File: src/inc/ccdr_map.svh
// Constants of the sensor readout sequencer link
`ifndef CCDR_MAP_SVH
`define CCDR_MAP_SVH

`define CCDR_CLK_NS 5
`define CCDR_LINE_W 11
`define CCDR_TOTAL_LINES 11'h4e0
`define CCDR_ADD_SHIFT 11'h002
`define CCDR_GRP_A 3'h1
`define CCDR_GRP_B 3'h2
`define CCDR_GRP_C 3'h4
`define CCDR_GRP_ALL 3'h7

// Frame periods in ns, one per documented frame rate
`define CCDR_T_FPS9_NS 100100100
`define CCDR_T_FPS15_NS 66733400
`define CCDR_T_FPS20_NS 50050050
`define CCDR_T_FPS30_NS 33366700
`define CCDR_T_FPS60_NS 16683350
`define CCDR_T_FPS120_NS 8341675

// Output line counts of the cut and AF modes at the fast and slow horizontal rate
`define CCDR_CUT1_OUT36 11'h238
`define CCDR_CUT1_OUT28 11'h1b2
`define CCDR_CUT3_OUT36 11'h244
`define CCDR_CUT3_OUT28 11'h1bc
`define CCDR_AF1_OUT36 11'h0eb
`define CCDR_AF1_OUT28 11'h0aa
`define CCDR_AF2_OUT36 11'h04b
`define CCDR_AF2_OUT28 11'h02b

`endif

File: src/inc/ccdr_pkg.sv
// Types shared by the sensor end and the timing generator end
`include "ccdr_map.svh"

package ccdr_pkg;

  typedef enum logic [3:0] {
    CCDR_PROG, CCDR_DEC28, CCDR_DEC24, CCDR_ADD2,
    CCDR_CUT1, CCDR_CUT2, CCDR_CUT3, CCDR_AF1, CCDR_AF2
  } ccdr_mode_type;

  typedef struct packed {
    logic [`CCDR_LINE_W-1:0] first_line;
    logic [`CCDR_LINE_W-1:0] second_line;
    logic [1:0] sum_count;
    logic green_on_red_line;
  } ccdr_line_type;

  typedef enum logic [2:0] {
    CCDR_S_START, CCDR_S_GATE1, CCDR_S_PRE, CCDR_S_GATE2, CCDR_S_SHIFT, CCDR_S_WAIT
  } ccdr_state_type;

endpackage

File: src/inc/ccdr_if.sv
// Link between the timing generator and the sensor readout model
`timescale 1ns/1ps
`default_nettype none

interface ccdr_if;
  import ccdr_pkg::*;
  logic frame_start;
  ccdr_mode_type mode;
  logic [2:0] readout_gate;
  logic vshift;
  logic sweep;
  logic line_valid;
  ccdr_line_type line;
  logic line_ready;

  modport tg (
    output frame_start, mode, readout_gate, vshift, sweep, line_ready,
    input line_valid, line
  );
  modport sensor (
    input frame_start, mode, readout_gate, vshift, sweep, line_ready,
    output line_valid, line
  );
endinterface

`default_nettype wire

File: src/hw/ccdr_timing_gen.sv
// Timing generator end: mode sequencing, sweeps and line buffering
`timescale 1ns/1ps
`default_nettype none
`include "ccdr_map.svh"

module ccdr_timing_gen #(
  parameter int FRAME_CYC_FPS9 = `CCDR_T_FPS9_NS / `CCDR_CLK_NS,
  parameter int FRAME_CYC_FPS15 = `CCDR_T_FPS15_NS / `CCDR_CLK_NS,
  parameter int FRAME_CYC_FPS20 = `CCDR_T_FPS20_NS / `CCDR_CLK_NS,
  parameter int FRAME_CYC_FPS30 = `CCDR_T_FPS30_NS / `CCDR_CLK_NS,
  parameter int FRAME_CYC_FPS60 = `CCDR_T_FPS60_NS / `CCDR_CLK_NS,
  parameter int FRAME_CYC_FPS120 = `CCDR_T_FPS120_NS / `CCDR_CLK_NS
) (
  input wire logic CLK_I,
  input wire logic RESETN_I,
  input wire ccdr_pkg::ccdr_mode_type MODE_I,
  input wire logic RATE36_I,
  input wire logic LINE_READY_I,
  output logic LINE_VALID_O,
  output ccdr_pkg::ccdr_line_type LINE_O,
  output logic FRAME_O,
  output ccdr_pkg::ccdr_mode_type ACTIVE_MODE_O,
  ccdr_if.tg LINK
);
  import ccdr_pkg::*;

  ccdr_state_type state_reg;
  logic rate36_reg;
  logic [31:0] timer_reg;
  logic [`CCDR_LINE_W-1:0] step_reg;
  logic [`CCDR_LINE_W-1:0] top_reg;
  logic [`CCDR_LINE_W-1:0] end_reg;
  logic frame_reg;
  logic [2:0] gate_reg;
  logic vshift_reg;
  logic sweep_reg;
  logic can_shift;
  logic [`CCDR_LINE_W-1:0] region;
  logic skid_valid_reg;
  logic skid_valid_next;
  ccdr_line_type skid_reg;
  logic room_reg;
  logic accept;
  logic pop;

  ////////////////////////////////////////////////////////////////////////////
  // Mode tables, nine schemes

  // Log2 of sensor lines consumed per output line
  function automatic logic [1:0] lines_shift(input ccdr_mode_type m);
    logic [1:0] s;
    unique case (m)
      CCDR_PROG, CCDR_CUT3: s = 2'h0;
      CCDR_DEC28, CCDR_AF1, CCDR_AF2: s = 2'h2;
      CCDR_DEC24, CCDR_ADD2, CCDR_CUT1, CCDR_CUT2: s = 2'h1;
      default: s = 2'h0;
    endcase
    return s;
  endfunction

  function automatic logic is_add(input ccdr_mode_type m);
    return (m == CCDR_ADD2) || (m == CCDR_CUT2);
  endfunction

  // Group pulsed first in each mode
  function automatic logic [2:0] first_mask(input ccdr_mode_type m);
    logic [2:0] g;
    unique case (m)
      CCDR_PROG, CCDR_CUT3: g = `CCDR_GRP_ALL;
      CCDR_DEC28, CCDR_AF1, CCDR_AF2: g = `CCDR_GRP_A;
      CCDR_DEC24, CCDR_CUT1: g = `CCDR_GRP_C;
      CCDR_ADD2, CCDR_CUT2: g = `CCDR_GRP_C;
      default: g = `CCDR_GRP_ALL;
    endcase
    return g;
  endfunction

  // Output lines per frame; full modes cover every sensor line
  function automatic logic [`CCDR_LINE_W-1:0] out_lines(input ccdr_mode_type m,
                                                        input logic r36);
    logic [`CCDR_LINE_W-1:0] n;
    unique case (m)
      CCDR_CUT1, CCDR_CUT2: n = r36 ? `CCDR_CUT1_OUT36 : `CCDR_CUT1_OUT28;
      CCDR_CUT3: n = r36 ? `CCDR_CUT3_OUT36 : `CCDR_CUT3_OUT28;
      CCDR_AF1: n = r36 ? `CCDR_AF1_OUT36 : `CCDR_AF1_OUT28;
      CCDR_AF2: n = r36 ? `CCDR_AF2_OUT36 : `CCDR_AF2_OUT28;
      default: n = `CCDR_TOTAL_LINES >> lines_shift(m);
    endcase
    return n;
  endfunction

  // Frame period in clock cycles
  function automatic logic [31:0] period(input ccdr_mode_type m, input logic r36);
    int p;
    unique case (m)
      CCDR_PROG: p = r36 ? FRAME_CYC_FPS15 : FRAME_CYC_FPS9;
      CCDR_DEC28: p = FRAME_CYC_FPS30;
      CCDR_DEC24, CCDR_ADD2: p = FRAME_CYC_FPS20;
      CCDR_CUT1, CCDR_CUT2, CCDR_CUT3: p = FRAME_CYC_FPS30;
      CCDR_AF1: p = FRAME_CYC_FPS60;
      CCDR_AF2: p = FRAME_CYC_FPS120;
      default: p = FRAME_CYC_FPS15;
    endcase
    return 32'(p);
  endfunction

  ////////////////////////////////////////////////////////////////////////////
  // Frame sequencer

  assign region = out_lines(ACTIVE_MODE_O, rate36_reg) << lines_shift(ACTIVE_MODE_O);
  // One shift at a time, and only once the previous word has gone
  assign can_shift = !vshift_reg && !LINK.line_valid;

  always_ff @(posedge CLK_I or negedge RESETN_I) begin
    if (!RESETN_I) begin
      state_reg <= CCDR_S_START;
      ACTIVE_MODE_O <= CCDR_PROG;
      rate36_reg <= 1'b0;
      timer_reg <= 32'h0000_0000;
      step_reg <= '0;
    end else begin
      timer_reg <= timer_reg + 32'h0000_0001;
      unique case (state_reg)
        CCDR_S_START: begin
          // Mode and rate are sampled only here
          ACTIVE_MODE_O <= MODE_I;
          rate36_reg <= RATE36_I;
          timer_reg <= 32'h0000_0000;
          step_reg <= '0;
          state_reg <= CCDR_S_GATE1;
        end
        CCDR_S_GATE1: begin
          state_reg <= is_add(ACTIVE_MODE_O) ? CCDR_S_PRE : CCDR_S_SHIFT;
        end
        CCDR_S_PRE: begin
          if (can_shift) begin
            step_reg <= step_reg + 11'h001;
            if (step_reg == `CCDR_ADD_SHIFT - 11'h001) begin
              state_reg <= CCDR_S_GATE2;
            end
          end
        end
        CCDR_S_GATE2: begin
          state_reg <= CCDR_S_SHIFT;
        end
        CCDR_S_SHIFT: begin
          if (can_shift) begin
            step_reg <= step_reg + 11'h001;
            if (step_reg == `CCDR_TOTAL_LINES + `CCDR_ADD_SHIFT - 11'h001) begin
              state_reg <= CCDR_S_WAIT;
            end
          end
        end
        CCDR_S_WAIT: begin
          if (timer_reg >= period(ACTIVE_MODE_O, rate36_reg) - 32'h0000_0001) begin
            state_reg <= CCDR_S_START;
          end
        end
      endcase
    end
  end

  // Sweep window limits, fixed once the mode is latched
  always_ff @(posedge CLK_I or negedge RESETN_I) begin
    if (!RESETN_I) begin
      top_reg <= '0;
      end_reg <= '0;
    end else if (state_reg == CCDR_S_GATE1) begin
      top_reg <= (`CCDR_TOTAL_LINES - region) >> 1;
      end_reg <= ((`CCDR_TOTAL_LINES - region) >> 1) + region
                 + (is_add(ACTIVE_MODE_O) ? `CCDR_ADD_SHIFT : 11'h000);
    end
  end

  // Link strobes
  always_ff @(posedge CLK_I or negedge RESETN_I) begin
    if (!RESETN_I) begin
      frame_reg <= 1'b0;
      gate_reg <= 3'h0;
      vshift_reg <= 1'b0;
      sweep_reg <= 1'b0;
    end else begin
      frame_reg <= (state_reg == CCDR_S_START);
      gate_reg <= 3'h0;
      if (state_reg == CCDR_S_GATE1) begin
        gate_reg <= first_mask(ACTIVE_MODE_O);
      end else if (state_reg == CCDR_S_GATE2) begin
        gate_reg <= `CCDR_GRP_A | `CCDR_GRP_B;
      end
      vshift_reg <= can_shift && (state_reg == CCDR_S_PRE || state_reg == CCDR_S_SHIFT);
      // Lines outside the kept window leave by high-speed transfer
      sweep_reg <= (state_reg == CCDR_S_SHIFT) && ((step_reg < top_reg) || (step_reg >= end_reg));
    end
  end

  assign LINK.frame_start = frame_reg;
  assign LINK.mode = ACTIVE_MODE_O;
  assign LINK.readout_gate = gate_reg;
  assign LINK.vshift = vshift_reg;
  assign LINK.sweep = sweep_reg;
  assign LINK.line_ready = room_reg;
  assign FRAME_O = frame_reg;

  ////////////////////////////////////////////////////////////////////////////
  // Two-entry line buffer: output stage plus skid stage

  assign accept = LINK.line_valid && room_reg;
  assign pop = LINE_VALID_O && LINE_READY_I;

  always_comb begin
    skid_valid_next = skid_valid_reg;
    if (pop || !LINE_VALID_O) begin
      skid_valid_next = skid_valid_reg && accept;
    end else if (accept) begin
      skid_valid_next = 1'b1;
    end
  end

  always_ff @(posedge CLK_I or negedge RESETN_I) begin
    if (!RESETN_I) begin
      LINE_VALID_O <= 1'b0;
      LINE_O <= '0;
      skid_valid_reg <= 1'b0;
      skid_reg <= '0;
      room_reg <= 1'b1;
    end else begin
      skid_valid_reg <= skid_valid_next;
      room_reg <= !skid_valid_next;
      if (pop || !LINE_VALID_O) begin
        if (skid_valid_reg) begin
          LINE_VALID_O <= 1'b1;
          LINE_O <= skid_reg;
          if (accept) begin
            skid_reg <= LINK.line;
          end
        end else begin
          LINE_VALID_O <= accept;
          if (accept) begin
            LINE_O <= LINK.line;
          end
        end
      end else if (accept) begin
        skid_reg <= LINK.line;
      end
    end
  end

endmodule

`default_nettype wire

File: src/flat_wrapper.sv
// flat-port wrapper written by rule: the top's interface ports become plain ports
module ccdr_timing_gen_flat import ccdr_pkg::*;
#(
  parameter int FRAME_CYC_FPS9 = `CCDR_T_FPS9_NS / `CCDR_CLK_NS,
  parameter int FRAME_CYC_FPS15 = `CCDR_T_FPS15_NS / `CCDR_CLK_NS,
  parameter int FRAME_CYC_FPS20 = `CCDR_T_FPS20_NS / `CCDR_CLK_NS,
  parameter int FRAME_CYC_FPS30 = `CCDR_T_FPS30_NS / `CCDR_CLK_NS,
  parameter int FRAME_CYC_FPS60 = `CCDR_T_FPS60_NS / `CCDR_CLK_NS,
  parameter int FRAME_CYC_FPS120 = `CCDR_T_FPS120_NS / `CCDR_CLK_NS
)
  (CLK_I, RESETN_I, MODE_I, RATE36_I, LINE_READY_I, LINE_VALID_O, LINE_O, FRAME_O, ACTIVE_MODE_O, LINK_frame_start, LINK_mode, LINK_readout_gate, LINK_vshift, LINK_sweep, LINK_line_ready, LINK_line_valid, LINK_line);
  ccdr_if LINK_i ();
  input wire logic CLK_I;
  input wire logic RESETN_I;
  input wire ccdr_pkg::ccdr_mode_type MODE_I;
  input wire logic RATE36_I;
  input wire logic LINE_READY_I;
  output logic LINE_VALID_O;
  output ccdr_pkg::ccdr_line_type LINE_O;
  output logic FRAME_O;
  output ccdr_pkg::ccdr_mode_type ACTIVE_MODE_O;
  output wire logic [$bits(LINK_i.frame_start)-1:0] LINK_frame_start;
  output wire logic [$bits(LINK_i.mode)-1:0] LINK_mode;
  output wire logic [$bits(LINK_i.readout_gate)-1:0] LINK_readout_gate;
  output wire logic [$bits(LINK_i.vshift)-1:0] LINK_vshift;
  output wire logic [$bits(LINK_i.sweep)-1:0] LINK_sweep;
  output wire logic [$bits(LINK_i.line_ready)-1:0] LINK_line_ready;
  input wire logic [$bits(LINK_i.line_valid)-1:0] LINK_line_valid;
  input wire logic [$bits(LINK_i.line)-1:0] LINK_line;
  assign LINK_frame_start = LINK_i.frame_start;
  assign LINK_mode = LINK_i.mode;
  assign LINK_readout_gate = LINK_i.readout_gate;
  assign LINK_vshift = LINK_i.vshift;
  assign LINK_sweep = LINK_i.sweep;
  assign LINK_line_ready = LINK_i.line_ready;
  assign LINK_i.line_valid = LINK_line_valid;
  assign LINK_i.line = LINK_line;
  ccdr_timing_gen #(.FRAME_CYC_FPS9(FRAME_CYC_FPS9), .FRAME_CYC_FPS15(FRAME_CYC_FPS15), .FRAME_CYC_FPS20(FRAME_CYC_FPS20), .FRAME_CYC_FPS30(FRAME_CYC_FPS30), .FRAME_CYC_FPS60(FRAME_CYC_FPS60), .FRAME_CYC_FPS120(FRAME_CYC_FPS120)) u_core (.CLK_I(CLK_I), .RESETN_I(RESETN_I), .MODE_I(MODE_I), .RATE36_I(RATE36_I), .LINE_READY_I(LINE_READY_I), .LINE_VALID_O(LINE_VALID_O), .LINE_O(LINE_O), .FRAME_O(FRAME_O), .ACTIVE_MODE_O(ACTIVE_MODE_O), .LINK(LINK_i));
endmodule
File: config.mk
export PLATFORM = sky130hd
export DESIGN_NAME = ccdr_timing_gen_flat
export DESIGN_NICKNAME = d
export VERILOG_FILES = /design/src/inc/ccdr_pkg.sv /design/src/inc/ccdr_if.sv /design/src/hw/ccdr_timing_gen.sv /design/src/flat_wrapper.sv
export VERILOG_INCLUDE_DIRS = /design/src /design/src/inc
export SDC_FILE = /design/constraint.sdc
export NUM_CORES = 1
export LEC_CHECK = 0
export BUFFER_PORTS_ARGS = -buffer_cell sky130_fd_sc_hd__buf_4
export CAP_MARGIN = 0
export CORE_MARGIN = 2
export CORE_UTILIZATION = 40
export CTS_CLUSTER_DIAMETER = 80
export DETAILED_ROUTE_END_ITERATION = 8
export PLACE_DENSITY_LB_ADDON = 0.05
export SYNTH_ARGS = -nofsm -noshare
export SYNTH_HDL_FRONTEND = slang
export SYNTH_SLANG_ARGS = --single-unit
File: constraint.sdc
create_clock -name CLK_I -period 9.21 [get_ports CLK_I]
set_input_delay 1.842 -clock CLK_I [delete_from_list [all_inputs] [get_ports CLK_I]]
set_output_delay 1.842 -clock CLK_I [all_outputs]
set_load 0.02 [all_outputs]
-- Yosys cells after proc, flatten, opt, wreduce, memory -nomap -nowiden
Memories as Yosys holds them, arrays and structs flattened.
Cells that the tools add are included.
- register bits: 131
- bits in read-only memories: 112
- input bits: 34
- output and inout port bits: 42
- memories kept: 3
- memories (name ; depth ; bits a word ; read ports ; clocked after memory_dff ; wr ports ; RTL line ; text):
    (name not given) ; 16 ; 3 ; 1 ; 0 ; 0 ; ccdr_timing_gen.sv:68 ; unique case (m)
    (name not given) ; 16 ; 2 ; 1 ; 0 ; 0 ; ccdr_timing_gen.sv:52 ; unique case (m)
    (name not given) ; 16 ; 2 ; 1 ; 0 ; 0 ; ccdr_timing_gen.sv:52 ;
- add/subtract/negate cells: 6
- magnitude comparators: 3
- equal/unequal tests: 22
- shift operators: 2
- multiplexer cells: 30
- reduce and logical (&&, ||, !) cells: 26
- operators by type and width (operator ; count):
    $pmux W32 S5 ; 1
    $mux W25 ; 6
    $mux W32 ; 2
    $pmux W11 S4 ; 1
    $add A32 B1 Y32 const B ; 1
    $ge A32 B32 Y1 ; 1
    $sub A32 B1 Y32 const B ; 1
    $pmux W11 S2 ; 1
    $mux W3 ; 7
    $mux W10 ; 2
    $pmux W3 S6 ; 1
    $eq A4 B3 Y1 const B ; 4
    $mux W7 ; 2
    $ne A2 B1 Y1 const B ; 7
    $add A10 B11 Y11 ; 1
    $add A11 B1 Y11 const B ; 1
    $add A11 B11 Y11 ; 1
    $eq A11 B1 Y1 const B ; 1
    $eq A11 B11 Y1 const B ; 1
    $ge A11 B11 Y1 ; 1
    $lt A11 B10 Y1 ; 1
    $mux W11 ; 1
    $shl A11 B2 Y11 ; 1
    $shr A11 B2 Y11 const A ; 1
    20 further kinds ; 42

-- Logic depth before layout (Yosys ltp)
- depth after elaboration: 9
- gate-level depth with buffers: 22

-- Worst setup path after synthesis
No wires, ideal clock.
- path kind: flip-flop to flip-flop
- start: reg u_core.ACTIVE_MODE_O[3]
- end: reg u_core.end_reg[10]
- library setup time: 0.134 ns
- data arrival time: 4.088 ns
- required time: 9.076 ns
- slack: 4.987 ns
- stages on the path, launching flop included: 23
- period minus slack after synthesis: 4.223 ns
- path through: dfrtp_1 > buf_2 > buf_2 > clkbuf_1 > nor2_1 > inv_1 > ha_1 > or4_1 > o211a_2 > a21oi_2 > nor2b_1 > buf_6 > a211oi_4 > xnor2_1 > ha_1 > ha_1 > nor2_1 > nor2_1 > o21ai_0 > a21oi_1 > nor2_1 > xnor2_1 > o21ai_0
- longest elaborated chain between the ends: 8
- elaborated cells between the ends (all ways): 18
- RTL lines (item ; RTL line ; text):
    from (decl) ; ccdr_timing_gen.sv:22 ; output ccdr_pkg::ccdr_mode_type ACTIVE_MODE_O,
    from (signal assigned) ; ccdr_timing_gen.sv:117 ; ACTIVE_MODE_O <= CCDR_PROG;
    from (signal assigned) ; ccdr_timing_gen.sv:126 ; ACTIVE_MODE_O <= MODE_I;
    $mem_v2 Z16 W2 ; n/a ;
    $mux W2 ; ccdr_timing_gen.sv:82 ; unique case (m)
    $shr A11 B2 Y11 (no source line) ; n/a ;
    $pmux W11 S4 ; ccdr_timing_gen.sv:82 ;
    $shl A11 B2 Y11 ; ccdr_timing_gen.sv:110 ; assign region = out_lines(ACTIVE_MODE_O, rate36_reg) << lines_shift(ACTIVE_MODE_O);
    $sub A11 B11 Y11 (no source line) ; n/a ;
    $add A10 B11 Y11 ; ccdr_timing_gen.sv:170 ; end_reg <= ((`CCDR_TOTAL_LINES - region) >> 1) + region
    $add A11 B11 Y11 (*) ; ccdr_timing_gen.sv:170 ;
    to (signal assigned) ; ccdr_timing_gen.sv:170 ;
    to (decl) ; ccdr_timing_gen.sv:32 ; logic [`CCDR_LINE_W-1:0] end_reg;
Every way passes the cells marked *; elsewhere a longest branch is shown, timed or not. The select of a mux whose other input is x is not followed.
A chain may end at the register's enable or synchronous reset.

-- Final worst setup path
- start: reg u_core.ACTIVE_MODE_O[2]
- end: reg u_core.end_reg[9]
The elaborated chain is that of the path after synthesis.

==> out/qor.txt <==
Warnings, synthesis: 0
Synthesis-stage register bit count: 131
Worst Setup End Kind: flip-flop
Syn Area/Cell: 9.542 µm²
Fmax: 199.8 MHz
Antenna-violating nets left: 0
Register area share after synthesis: 0.3941
Slowest CP cell: dfrtp_1
Clk sinks: 131
Core area: 20,300 µm²
Vias in the first global route: 6,533
Relative slew margins: 0.2979
CP delay by family, top: compound AO/OA/AOI/OAI gates
Tot GR Track Use: 0.1833
Setup violators final: 0
MaxCap Viol Count: 0
CP arrival: 5.33 ns
Ys flop type: dfrtp_1
Final period util: 0.5434
Wire length per cell: 15.80 µm
Starting Density: 0.4099
Initial antenna violation count: 0
Setup TNS: 0 ns
Area leader, netlist: dfrtp_1
Share of cells above drive strength 1: 0.1719
Flip-flop count of the largest register after layout: 32
Largest net degree at the start of global routing: 73
First-iteration detailed-routing DRC count: 282
Status: completed
Via count: 6,395
CTS buffer count: 17
Pwr Total: 2.027 mW
H-tree lvl count: 4
FF/Latch Area: 3279 µm²
Setup crit start kind: flip-flop
Post-CTS resize count: 0
Die W: 148.2 µm
Met2 wire length: 9384 µm
Post-synthesis cell type count: 71
Max Slew Vio Count: 0
TritonCTS clock tree: yes
Routability Congestion: 0.8422
Routed WL: 19,340 µm
CP required: 9.53 ns
First-pass GRT wire length: 32,520 µm
Routed length on met3: 543 µm
Tmin final: 5.005 ns
Met1 wire length: 9145 µm
Global route overflow: 0
Min setup slack post-route: 4.205 ns
Unrepaired setup endpoints after global routing: no
CTS Root Cell: clkbuf_16
Setup Buffers After CTS: 0
Dpl ws: 4.232 ns
Worst Hold Class: reg -> reg
Post-DP HPWL: 14,060 µm
Placed Area: 9110 µm²
P&R area growth vs syn: 16.30%
Worst VDD drop: 0.1284 mV
Leakage: 4.678 nW
Asr flop ratio synth: 1.000
Fin area: 9677 µm²
WP buf/inv: 1
Crit path kind: reg -> reg
Cts hold-fix bufs: 0
DR DRC count: 0
Skew-Pair Late Insertion Delay: 0.41 ns
Nets: 1,053
Number of buffers added on ports: 75
Critical path fanouts, max: 28
PD cells: 209.5 nW/µm²
Crit path top cell by count: ha_1
Die ar.: 21,970 µm²
Top Layer Used: met4
Hold WS: 0.4752 ns
Multi-input gate area: 4705 µm²
Clock Tree Buf Depth: 2
Clock-pin slew on the worst setup and hold paths: 0.07 ns
Clock Skew: 0.008576 ns
Area contributors post-synth: dfrtp_1, ha_1, nor2_1, mux2_2, a21oi_1
Worst Max-Slew Pin Slew: 1.051 ns
FILL cells: 1,977
Cells after Synth: 872
N_diodes: 0
1st-pass router iterations: 5
Area share of the largest cell type after synthesis: 0.3910
EDFF count, synth: 0
Die height: 148.2 µm
Rows: 52
Final hold viol count: 0
DR vias/cell: 5.225
IO Pins: 76
Crit-path cells: xnor2_1 -> a21oi_4 -> ha_1 -> nor2b_1 -> o21ai_0 -> a21oi_2 -> nor2b_1 -> a21boi_0 -> xnor2_1 -> ha_1 -> ha_1 -> inv_1 -> a21oi_1 -> o21ai_0 -> a211oi_1 -> nor3_1 -> o31ai_1
Syn Std Cell Area: 8320 µm²
Worst path max stage delay: 0.93 ns
## Yosys cell counts (all sizes together), types with 4 or more instances
master	instances
dfrtp	130
nor2	103
ha	76
a21oi	61
nand2	55
o21ai	48
inv	45
mux2	33
mux2i	28
xor2	27
xnor2	24
nand3	22
buf	21
clkbuf	21
a21o	17
nor2b	16
and3	14
nand4	13
nand2b	12
nor3	11
a211oi	9
o31ai	8
or3	8
and2	7
nor4	6
a31oi	5
o21a	5
a22oi	4
## final timing paths
kind                                          from                  to  slack (ns)  cells past startpoint
setup reg to reg           u_core.ACTIVE_MODE_O[2]   u_core.end_reg[9]        4.21                     17
hold / removal                   u_core.end_reg[5]   u_core.end_reg[5]        0.48                      2
setup / recovery           u_core.ACTIVE_MODE_O[2]   u_core.end_reg[9]        4.21                     17
min in group asynchronous                 RESETN_I  u_core.step_reg[8]        1.44                      1
hold reg to reg                  u_core.end_reg[5]   u_core.end_reg[5]        0.48                      2
max in group asynchronous                 RESETN_I   u_core.top_reg[3]        6.50                      2
## per-stage QoR
step,instances,util
final,1224,0.4767
after global routing,1224,0.4767
after CTS,1224,0.4767
after detailed placement,1192,0.4488
after global placement,1192,0.4488
after floorplan,882,-
## where the power goes
group          switching [mW]  internal, mW
clock network           0.296         0.357
registers              0.0948         0.709
logic                   0.300         0.269
## final cells by class
cell class / count / area share
clock buffers: 17 / 0.04396
clock inverters: 15 / 0.01461
inverters: 45 / 0.01746
multi-input cells: 664 / 0.4862
flip-flops and latches: 131 / 0.3389
well taps: 270 / 0.03491
repair buffers: 82 / 0.06400
## metal layers
metal | track usage | up-vias
met5 | 0 | -
met4 | 0.04905 | 0
met3 | 0.03712 | 20
met2 | 0.3067 | 95
met1 | 0.2432 | 3096
li1 | - | 3184
## layout by cell type, fill, tap and decap left out, types with 7 or more instances in the layout
| master | count |
|---|---|
| dfrtp_1 | 130 |
| nor2_1 | 102 |
| buf_4 | 81 |
| ha_1 | 76 |
| a21oi_1 | 58 |
| nand2_1 | 55 |
| o21ai_0 | 47 |
| inv_1 | 44 |
| mux2_2 | 32 |
| mux2i_1 | 28 |
| xor2_1 | 27 |
| xnor2_1 | 24 |
| nand3_1 | 22 |
| a21o_1 | 17 |
| clkbuf_16 | 17 |
| nor2b_1 | 16 |
| and3_1 | 14 |
| nand2b_1 | 12 |
| nand4_1 | 12 |
| conb_1 | 12 |
| nor3_1 | 9 |
| or3_1 | 8 |
| a211oi_1 | 8 |
| o31ai_1 | 8 |
| and2_1 | 7 |
## logic make-up after synthesis
| kind of cell | after synthesis | synth area share |
|---|---|---|
| other cells | 2 | 0.0009026 |
| simple gates | 283 | 0.1702 |
| flops | 131 | 0.3941 |
| compound gates | 179 | 0.1367 |
| buf+inv | 87 | 0.04647 |
| fa+ha+maj | 78 | 0.1191 |
| xor+xnor | 51 | 0.05368 |
| mux | 61 | 0.07880 |
## worst register-to-register path: stages (launching register included)
cell and delay [ns]:
dfrtp_1 0.93, xnor2_1 0.27, a21oi_4 0.35, ha_1 0.28, nor2b_1 0.06, o21ai_0 0.33
a21oi_2 0.11, nor2b_1 0.50, a21boi_0 0.22, xnor2_1 0.27, ha_1 0.29, ha_1 0.31
inv_1 0.06, a21oi_1 0.18, o21ai_0 0.16, a211oi_1 0.34, nor3_1 0.08, o31ai_1 0.19
No activity file was read; power rests on OpenSTA's default activity.
